File: src/common/teach_pkg.sv
// Purpose: shared constants for the actuator teach-in and status logic
// Assumes: 200 MHz ref_clk, 1 ms tick from a divider
// Notes: long counts are in milliseconds and top-level parameters
package teach_pkg;
  localparam int ID_W = 32;
  localparam int RETIRE_SLOTS = 8;
  localparam int CLK_HZ = 200_000_000;
  localparam int TICK_MS = 1;
  localparam int TICK_CYCLES = CLK_HZ / 1000 * TICK_MS;
  localparam int LEARN_HOLD_S = 20;
  localparam int LEARN_HOLD_MS = LEARN_HOLD_S * 1000;
  localparam int CONFIRM_S = 120;
  localparam int CONFIRM_MS = CONFIRM_S * 1000;
  localparam int FLASH_SLOW_HALF_MS = 250;
  localparam int FLASH_FAST_HALF_MS = 100;
  localparam logic [3:0] ALLOWANCE_MAX = 4'h8;
  localparam logic [ID_W-1:0] ID_RESET = 32'h0000_0000;
  localparam logic [16:0] MS_CNT_RESET = 17'h0_0000;
  typedef enum logic [2:0] {
    ST_LOAD, ST_RUN, ST_LEARN_SLOW, ST_LEARN_FAST, ST_FAULT
  } teach_state_t;
endpackage

File: src/teach_status_ctrl.sv
// Purpose: actuator teach-in, safety outputs and lamp drive
// Assumes: transponder front end and nvm image on ref_clk; safety inputs are pins
// Notes: reset_n is power-up
// Notes on behaviour
// - unlearned switch learns first detected actuator
// - at most eight re-learns, then refuse
// - sole new transponder starts learning, slow flash
// - after 20 s present, fast flash
// - power cut within 120 s confirms, else discard
// - next power-up adopts actuator, allowance minus one
// - superseded actuators are never taught again
// - ready and no fault: green lamp
// - gate lamp steady while learned actuator present
// - input lamp on when both inputs high and no mismatch lock
// - one input falls: fault shown until both low
// - internal error: red lamp until power cycle
// - output high only with actuator and input high
// - after mismatch, both low before re-enabling
`timescale 1ns/1ps
module teach_status_ctrl
  import teach_pkg::*;
#(
  parameter int unsigned TICK_CYCLES_P = TICK_CYCLES,
  parameter int unsigned LEARN_HOLD_P = LEARN_HOLD_MS,
  parameter int unsigned CONFIRM_P = CONFIRM_MS
) (
  // clock and reset
  input wire logic ref_clk,
  input wire logic reset_n,
  // transponder front end
  input wire logic act_present,
  input wire logic act_sole,
  input wire logic [ID_W-1:0] act_id,
  input wire logic internal_error,
  // safety inputs and outputs
  input wire logic safety_input_ch1,
  input wire logic safety_input_ch2,
  output logic safety_out_ch1,
  output logic safety_out_ch2,
  output logic signal_diag_output,
  // lamps
  output logic led_power_green,
  output logic led_power_red,
  output logic led_gate,
  output logic led_input,
  // non-volatile image read at power-up
  input wire logic nvm_learned_valid_i,
  input wire logic [ID_W-1:0] nvm_learned_id_i,
  input wire logic [3:0] nvm_allowance_i,
  input wire logic nvm_pending_i,
  input wire logic [ID_W-1:0] nvm_pending_id_i,
  input wire logic [RETIRE_SLOTS-1:0][ID_W-1:0] nvm_retired_i,
  // non-volatile image to store
  output logic nvm_wr,
  output logic nvm_learned_valid_o,
  output logic [ID_W-1:0] nvm_learned_id_o,
  output logic [3:0] nvm_allowance_o,
  output logic nvm_pending_o,
  output logic [ID_W-1:0] nvm_pending_id_o,
  output logic [RETIRE_SLOTS-1:0][ID_W-1:0] nvm_retired_o
);
  teach_state_t state_r;
  logic ms_tick;
  logic [16:0] ms_cnt_r;
  logic [7:0] flash_cnt_r;
  logic flash_r;
  logic s1_m_r, s1_r, s2_m_r, s2_r, s1_d_r, s2_d_r;
  logic lock_r;
  logic fault_r;
  logic [RETIRE_SLOTS-1:0] retired_used_r;
  logic in_range;
  logic new_ok;
  logic hold_done;
  logic confirm_done;

  function automatic logic id_retired(input logic [ID_W-1:0] id,
                                      input logic [RETIRE_SLOTS-1:0][ID_W-1:0] lst,
                                      input logic [RETIRE_SLOTS-1:0] used);
    logic hit;
    hit = 1'b0;
    for (int i = 0; i < RETIRE_SLOTS; i++) begin
      if (used[i] && lst[i] == id) begin
        hit = 1'b1;
      end
    end
    return hit;
  endfunction

  ms_tick_gen #(.TICK_CYCLES(TICK_CYCLES_P)) u_tick (
    .ref_clk(ref_clk),
    .reset_n(reset_n),
    .tick(ms_tick)
  );

  assign in_range = act_present && nvm_learned_valid_o && act_id == nvm_learned_id_o;
  assign new_ok = act_present && act_sole && nvm_learned_valid_o &&
                  act_id != nvm_learned_id_o && nvm_allowance_o != 4'h0 &&
                  !id_retired(act_id, nvm_retired_o, retired_used_r);
  assign hold_done = ms_tick && 32'(ms_cnt_r) >= LEARN_HOLD_P - 1;
  assign confirm_done = ms_tick && 32'(ms_cnt_r) >= CONFIRM_P - 1;

  // safety input synchronisers
  always_ff @(posedge ref_clk or negedge reset_n) begin
    if (!reset_n) begin
      {s1_m_r, s1_r, s2_m_r, s2_r, s1_d_r, s2_d_r} <= 6'h00;
    end else begin
      s1_m_r <= safety_input_ch1;
      s1_r <= s1_m_r;
      s2_m_r <= safety_input_ch2;
      s2_r <= s2_m_r;
      s1_d_r <= s1_r;
      s2_d_r <= s2_r;
    end
  end

  // partial-operation lock
  always_ff @(posedge ref_clk or negedge reset_n) begin
    if (!reset_n) begin
      lock_r <= 1'b0;
    end else if ((s1_d_r && !s1_r && s2_r) || (s2_d_r && !s2_r && s1_r)) begin
      lock_r <= 1'b1;
    end else if (!s1_r && !s2_r) begin
      lock_r <= 1'b0;
    end
  end

  // sticky internal fault
  always_ff @(posedge ref_clk or negedge reset_n) begin
    if (!reset_n) begin
      fault_r <= 1'b0;
    end else if (internal_error) begin
      fault_r <= 1'b1;
    end
  end

  // flash counter, stepped on the millisecond tick
  always_ff @(posedge ref_clk or negedge reset_n) begin
    if (!reset_n) begin
      flash_cnt_r <= 8'h00;
      flash_r <= 1'b0;
    end else if (ms_tick) begin
      if (32'(flash_cnt_r) >= ((state_r == ST_LEARN_FAST) ?
          FLASH_FAST_HALF_MS : FLASH_SLOW_HALF_MS) - 1) begin
        flash_cnt_r <= 8'h00;
        flash_r <= !flash_r;
      end else begin
        flash_cnt_r <= flash_cnt_r + 8'h01;
      end
    end
  end

  // teach-in sequence and persistent image
  always_ff @(posedge ref_clk or negedge reset_n) begin
    if (!reset_n) begin
      state_r <= ST_LOAD;
      ms_cnt_r <= MS_CNT_RESET;
      nvm_wr <= 1'b0;
      nvm_learned_valid_o <= 1'b0;
      nvm_learned_id_o <= ID_RESET;
      nvm_allowance_o <= 4'h0;
      nvm_pending_o <= 1'b0;
      nvm_pending_id_o <= ID_RESET;
      nvm_retired_o <= '0;
      retired_used_r <= '0;
    end else begin
      nvm_wr <= 1'b0;
      if (ms_tick) begin
        ms_cnt_r <= ms_cnt_r + 17'h0_0001;
      end
      case (state_r)
        ST_LOAD: begin
          nvm_learned_valid_o <= nvm_learned_valid_i;
          nvm_learned_id_o <= nvm_learned_id_i;
          nvm_allowance_o <= (nvm_allowance_i > ALLOWANCE_MAX) ? ALLOWANCE_MAX
                                                              : nvm_allowance_i;
          nvm_pending_o <= 1'b0;
          nvm_pending_id_o <= nvm_pending_id_i;
          nvm_retired_o <= nvm_retired_i;
          for (int i = 0; i < RETIRE_SLOTS; i++) begin
            retired_used_r[i] <= 4'(i) < ALLOWANCE_MAX - nvm_allowance_i;
          end
          if (nvm_pending_i && nvm_learned_valid_i && nvm_allowance_i != 4'h0 &&
              nvm_allowance_i <= ALLOWANCE_MAX) begin
            nvm_learned_id_o <= nvm_pending_id_i;
            nvm_allowance_o <= nvm_allowance_i - 4'h1;
            nvm_retired_o[3'(ALLOWANCE_MAX - nvm_allowance_i)] <= nvm_learned_id_i;
            retired_used_r[3'(ALLOWANCE_MAX - nvm_allowance_i)] <= 1'b1;
          end
          nvm_wr <= nvm_pending_i;
          state_r <= ST_RUN;
        end
        ST_RUN: begin
          ms_cnt_r <= MS_CNT_RESET;
          if (fault_r) begin
            state_r <= ST_FAULT;
          end else if (!nvm_learned_valid_o && act_present) begin
            nvm_learned_valid_o <= 1'b1;
            nvm_learned_id_o <= act_id;
            nvm_allowance_o <= ALLOWANCE_MAX;
            nvm_wr <= 1'b1;
          end else if (new_ok) begin
            nvm_pending_id_o <= act_id;
            state_r <= ST_LEARN_SLOW;
          end
        end
        ST_LEARN_SLOW: begin
          if (fault_r || !act_present || !act_sole || act_id != nvm_pending_id_o) begin
            state_r <= ST_RUN;
          end else if (hold_done) begin
            ms_cnt_r <= MS_CNT_RESET;
            nvm_pending_o <= 1'b1;
            nvm_wr <= 1'b1;
            state_r <= ST_LEARN_FAST;
          end
        end
        ST_LEARN_FAST: begin
          if (fault_r || confirm_done || !act_present || act_id != nvm_pending_id_o) begin
            nvm_pending_o <= 1'b0;
            nvm_wr <= 1'b1;
            state_r <= ST_RUN;
          end
        end
        ST_FAULT: begin
          state_r <= ST_FAULT;
        end
        default: begin
          state_r <= ST_FAULT;
        end
      endcase
    end
  end

  // outputs and lamps
  always_ff @(posedge ref_clk or negedge reset_n) begin
    if (!reset_n) begin
      safety_out_ch1 <= 1'b0;
      safety_out_ch2 <= 1'b0;
      signal_diag_output <= 1'b0;
      led_power_green <= 1'b0;
      led_power_red <= 1'b0;
      led_gate <= 1'b0;
      led_input <= 1'b0;
    end else begin
      safety_out_ch1 <= !fault_r && state_r == ST_RUN && in_range && s1_r && !lock_r;
      safety_out_ch2 <= !fault_r && state_r == ST_RUN && in_range && s2_r && !lock_r;
      signal_diag_output <= in_range && !fault_r;
      led_power_green <= !fault_r && state_r != ST_LOAD;
      led_power_red <= fault_r;
      if (state_r == ST_LEARN_SLOW || state_r == ST_LEARN_FAST) begin
        led_gate <= flash_r;
      end else begin
        led_gate <= in_range;
      end
      led_input <= lock_r ? flash_r : (s1_r && s2_r);
    end
  end
endmodule

File: src/ms_tick_gen.sv
// Purpose: one-cycle enable every TICK_CYCLES clocks
// Assumes: single clock domain
// Notes: period is a parameter so simulation can shorten it
`timescale 1ns/1ps
module ms_tick_gen #(
  parameter int unsigned TICK_CYCLES = 200000
) (
  // clock and reset
  input wire logic ref_clk,
  input wire logic reset_n,
  // tick
  output logic tick
);
  logic [31:0] div_r;

  // divide down
  always_ff @(posedge ref_clk or negedge reset_n) begin
    if (!reset_n) begin
      div_r <= 32'h0000_0000;
      tick <= 1'b0;
    end else if (div_r >= TICK_CYCLES - 1) begin
      div_r <= 32'h0000_0000;
      tick <= 1'b1;
    end else begin
      div_r <= div_r + 32'h0000_0001;
      tick <= 1'b0;
    end
  end
endmodule

File: config.mk
export PLATFORM = sky130hd
export DESIGN_NAME = teach_status_ctrl
export DESIGN_NICKNAME = d
export VERILOG_FILES = /design/src/common/teach_pkg.sv /design/src/teach_status_ctrl.sv /design/src/ms_tick_gen.sv
export SDC_FILE = /design/constraint.sdc
export NUM_CORES = 1
export LEC_CHECK = 0
export ABC_CLOCK_PERIOD_IN_PS = 3100
export BUFFER_PORTS_ARGS = -buffer_cell sky130_fd_sc_hd__buf_2
export CAP_MARGIN = 5
export CORE_AREA = 2 2 275 277
export CTS_CLUSTER_SIZE = 10
export DETAILED_ROUTE_END_ITERATION = 12
export DIE_AREA = 0 0 277 279
export GPL_ROUTABILITY_DRIVEN = 0
export PLACE_DENSITY_LB_ADDON = 0.3
export SYNTH_ARGS = -nofsm -noshare
export SYNTH_HDL_FRONTEND = slang
export SYNTH_SLANG_ARGS = --single-unit
export TNS_END_PERCENT = 5
File: constraint.sdc
create_clock -name ref_clk -period 3.1 [get_ports ref_clk]
set_input_delay 0.155 -clock ref_clk [delete_from_list [all_inputs] [get_ports ref_clk]]
set_output_delay 0.155 -clock ref_clk [all_outputs]
set_load 0.02 [all_outputs]
After elaboration in Yosys (flattened, before gate mapping):

Index checks and enable logic that the tools add are counted.

* register bits: 412
* output and inout bits: 334

* add/sub/neg operators: 6
* $lt $le $gt $ge: 16
* eq/ne operators: 24
* multiplexer cells: 60
* bitwise logic cells: 1
* reductions and logical operators: 65

Operators with widths (number)
* $eq 32x32->1: 9
* $bwmux 256: 1
* $mux 256: 1
* $mux 32: 8
* $pmux 32 s2: 2
* $demux 32 s3: 1
* $ne 32x32->1: 2
* $mux 17: 3
* $logic_and 1x1->1: 36
* $pmux 17 s2: 1
* $add 32x1->32 const B: 1
* $ge 32x18->1 const B: 1
* $ge 8x32->1: 1
* $mux 1: 24
* $mux 8: 3
* $mux 3: 6
* $add 17x1->17 const B: 1
* $ge 17x15->1 const B: 1
* $ge 17x17->1 const B: 1
* $lt 3x4->1 const A: 4
* $mux 4: 4
* $ne 2x2->1 const B: 7
* $pmux 3 s4: 1
* $reduce_and 4->1: 3
* other kinds (27): 50

Depth between registers and ports, before layout:

* depth after elaboration: 16
* depth in mapped cells: 13

By module:

From an unflattened synthesis, not the netlist that was laid out.

* cell total of the unflattened synthesis: 2600
* area total of the unflattened synthesis: 24607.4 µm²

By module, submodules not included
* teach_status_ctrl: times used 1, cells an instance 2482, area an instance 23186.0 µm², sequential area each 9484.1 µm²
* ms_tick_gen: times used 1, cells an instance 118, area an instance 1421.4 µm², sequential area each 825.8 µm²

Worst setup path after synthesis:

No wires, ideal clock.

* kind: in2reg
* start: input port nvm_allowance_i[0]
* end: register nvm_retired_o[33] (netlist bit)
* setup time: 0.133 ns
* arrival time: 2.411 ns
* required time: 2.967 ns
* slack: 0.556 ns
* stages on the path: 13
* cell sequence: clkbuf_1 -> inv_1 -> ha_1 -> nor2b_1 -> xnor2_1 -> and3_1 -> clkbuf_1 -> nand2_1 -> or3_1 -> clkbuf_1 -> buf_2 -> mux2i_1 -> o21ai_0

* word-level cells in the longest chain between the ends: 7

RTL lines
* start, declared: line teach_status_ctrl.sv:49 `input wire logic [3:0] nvm_allowance_i,`
* $sub 4x4->4: line teach_status_ctrl.sv:186 `nvm_retired_o[3'(ALLOWANCE_MAX - nvm_allowance_i)] <= nvm_learned_id_i;`
* $lt 3x4->1 (implied by the code) / $ge 3x1->1 (equally long branches): line teach_status_ctrl.sv:186
* $logic_and 1x1->1 (implied by the code): line teach_status_ctrl.sv:186
* $mux 32 (implied by the code): line teach_status_ctrl.sv:186
* $demux 32 s3: line teach_status_ctrl.sv:186
* $bwmux 256: line teach_status_ctrl.sv:186
* $mux 256 (*): line teach_status_ctrl.sv:182 `if (nvm_pending_i && nvm_learned_valid_i && nvm_allowance_i != 4'h0 &&`
* end signal, assigned: line teach_status_ctrl.sv:178 `nvm_retired_o <= nvm_retired_i;`
* end signal, assigned by index: line teach_status_ctrl.sv:186
* end, declared: line teach_status_ctrl.sv:60 `output logic [RETIRE_SLOTS-1:0][ID_W-1:0] nvm_retired_o`

Mark *: on every way between the ends. The rest lies on a longest branch, timed or not.
A chain may end at the register's enable or synchronous reset.

Worst setup path after layout:

* start: register nvm_retired_o[237] (netlist bit)
* end: register nvm_pending_id_o[5]

* word-level cells in the longest chain between the ends: 7

RTL lines
* $eq 32x32->1: line teach_status_ctrl.sv:82 `if (used[i] && lst[i] == id) begin`
* $logic_and 1x1->1: line teach_status_ctrl.sv:82
* $mux 1: line teach_status_ctrl.sv:82
* $logic_not 1->1: line teach_status_ctrl.sv:98 `!id_retired(act_id, nvm_retired_o, retired_used_r);`
* $logic_and 1x1->1: line teach_status_ctrl.sv:97 `act_id != nvm_learned_id_o && nvm_allowance_o != 4'h0 &&`
* $ne 2x2->1 (no source line)
* $reduce_and 4->1 (no source line)
* end signal, assigned: line teach_status_ctrl.sv:177 `nvm_pending_id_o <= nvm_pending_id_i;`
* end signal, assigned: line teach_status_ctrl.sv:202 `nvm_pending_id_o <= act_id;`
* end, declared: line teach_status_ctrl.sv:59 `output logic [ID_W-1:0] nvm_pending_id_o,`

No other way between the ends.

==> results.cfg <==
[floorplanning]
pin_count = 699
start_util = 0.328
dieHeight_um = 279
die_area_mm2 = 0.0773
fp.dieW_um = 277
rows = 100
core_mm2 = 0.0741

[pwr]
ir_worst_vdd_v = 0.000489
power_frac_seq = 0.393
switching_share = 0.445
p_int_mw = 13.5
combPwrFrac = 0.361
p_sw_mw = 10.9
p_per_area_mw_per_mm2 = 727
p_leak_nw = 16.2
clkPwrFrac = 0.246

[layout]
final_nets = 3837
fillerInstances = 7204
syn2layout_area_growth_pct = 38.2
drive_above_1_share = 0.278
finish.instance_area_mm2 = 0.0335

[sta]
setup_tns_ns = 0
setup_ws_ns = 0.153
min_period_over_period = 0.951
relSlewSlack = 0.264
setup_violations = 0
skew_ns = 0.0414
worstMarginPinSlew_ns = 1.10
period_needed_ns = 2.95
rsz0062_at_grt = no
finalHoldViolCount = 0
timing.fmax_mhz = 339
finalHoldWorstSlack_ns = 0.0155
slew_viol_final = 0

[detailed_routing]
vias_per_cell = 5.62
drtIter0Drc = 2757
antenna_left = 0
drt_wl_total_mm = 137
firstDrtPassIters = 6
post_drt_wl_per_cell_um = 30.6
drc_errors = 0
vias = 25094

[cts]
ctsRootBufferMaster = clkbuf_16
postCtsSetupBuffers = 0
path_clk_slew_ns = 0.06
cts_sinks = 412
cts.repair.resized = 0
htree_num_levels = 2
clock_latency_ns = 0.64
clock_path_buffers = 3
cts_tree = done
numCtsBuffers = 52

[global_route]
antenna_found_initial = 8
grt_pass1_wl_mm = 186
grt_max_degree = 249
track_usage = 0.341
grt_pass1_vias = 24171
grt_remaining_overflow = 0

[status]
outcome = complete, no violations

[setup_path]
critPathKind = flop to flop
crit_slowest_cell = or3_2
path_max_fanout = 34
cp-end-kind = flop
r2r_cells = 10
crit_chain = xor2_1 > nor4_1 > buf_4 > nand4_1 > or3_2 > or4b_1 > buf_12 > nor2_4 > buf_4 > o211ai_2
cp.arrival_ns = 3.47
worstSetupStartpointType = flop
cp_common_cell = buf_4
required_ns = 3.62
cpPeakStageDelay_ns = 0.58

[yosys]
syn_area_mm2 = 0.0243
syn_avg_cell_area_um2 = 9.57
synthCells = 2536
netlist_top_cells_area = dfrtp_1 (43%), xor2_1 (12%), mux2i_1 (11%)
synth_area_leader_cell = dfrtp_1
synth_seq_cells = 412
synth_flop_cell = dfrtp_1
yosys_warnings = 0
synthTopCellsByCount = dfrtp_1 (412), nand2_1 (386), xor2_1 (331), o21ai_0 (299), mux2i_1 (257)
yosysMostFrequentCell = dfrtp_1
yosys.area.top_type_share = 0.425
ys_seq_area_frac = 0.425
synth_edf_count = 0
synth_async_sr_flop_share = 1.00
synth_cell_type_count = 60

[hold_path]
hp-class = input port to flop
hold_depth = 4

[place]
post-dp-hpwl_mm = 100
port_buffers = 698
place_area_mm2 = 0.0291
place_ws_ns = 0.00795

[flow_run]
drv_cap = 0
## metal layers
metal  vias to the layer above  share of wire  GRT usage
met5                         -        0.00029          0
met4                         6          0.069      0.206
met3                       420           0.10     0.0963
met2                      1652           0.45      0.534
met1                     12288           0.38      0.418
li1                      10728              -          -
## cells by family after synthesis
logic type	after synthesis	share of synthesized area
AO/OA/AOI/OAI	467	0.119
buffers and inverters	238	0.0506
flip-flops	412	0.425
other	1	0.000155
XOR/XNOR	362	0.131
adder cells (fa/ha/maj)	10	0.00516
AND/OR/NAND/NOR	787	0.162
multiplexers	259	0.107
## state kept, by name, indices dropped and copies added, names as in the netlist, 3 cells and up
name              flops
flash_cnt_r           8
nvm_learned_id_o     32
nvm_pending_id_o     32
retired_used_r        8
u_tick.div_r         32
state_r               3
nvm_retired_o       256
ms_cnt_r             17
nvm_allowance_o       4
## metrics by stage
stage               std cells  power, mW  utilization
finish                   4466       24.4        0.453
global route             4461       25.3        0.453
CTS                      4459       24.3        0.452
detailed placement       4093       18.0        0.392
global placement         4093       17.9        0.392
floorplan                2549       13.3            -
## area by class of cell
cell class | count | area (um^2) | area share
Timing Repair Buffer | 1090 | 7530 | 0.225
Clock buffer | 70 | 1460 | 0.0435
Clock inverter | 12 | 143 | 0.00425
Sequential cell | 412 | 10300 | 0.307
Inverter | 7 | 26.3 | 0.000784
Antenna cell | 7 | 17.5 | 0.000522
Tap cell | 969 | 1210 | 0.0362
Multi-Input combinational cell | 1899 | 12800 | 0.383
## critical path, delay by kind of cell, from the launching register on
kind	cells	cell delay (ns)
simple gates	5	1.42
buf+inv	3	0.62
compound gates	1	0.17
flops	1	0.44
xor+xnor	1	0.16
## worst paths after layout
kind / startpoint / to / slack, ns
min in group asynchronous: reset_n / nvm_retired_o[2] / 0.11
max: nvm_retired_o[237] / nvm_pending_id_o[5] / 0.15
min reg2reg: s1_m_r / s1_r / 0.35
max reg2reg: nvm_retired_o[237] / nvm_pending_id_o[5] / 0.15
min: nvm_pending_id_i[24] / nvm_learned_id_o[24] / 0.02
max in group asynchronous: reset_n / nvm_retired_o[91] / 2.07
## layout by cell type, fill, tap and decap left out, types with 52 or more instances in the layout
| cell | synthesis | final |
|---|---|---|
| buf_2 | 33 | 697 |
| dfrtp_1 | 412 | 412 |
| nand2_1 | 386 | 386 |
| xor2_1 | 331 | 331 |
| o21ai_0 | 299 | 299 |
| dlygate4sd3_1 | 0 | 284 |
| mux2i_1 | 257 | 257 |
| nor2_1 | 101 | 99 |
| buf_4 | 0 | 78 |
| nor4_1 | 76 | 76 |
| clkbuf_16 | 0 | 52 |
## what timing repair did
item,4_1_cts,5_1_grt
hold endpoints to repair,355,0
hold buffers,284,0
setup endpoints to repair,0,0
## power by group through the flow
stage / clock network [mW] / logic (mW) / registers [mW]
2_1_floorplan: 0 / 2.93 / 10.3
3_3_place_gp: 0 / 8.32 / 9.58
3_5_place_dp: 0 / 8.39 / 9.58
4_1_cts: 6.05 / 8.71 / 9.50
5_1_grt: 6.26 / 9.35 / 9.65
6_report: 6.00 / 8.80 / 9.57
(Power assumes the default switching activity.)
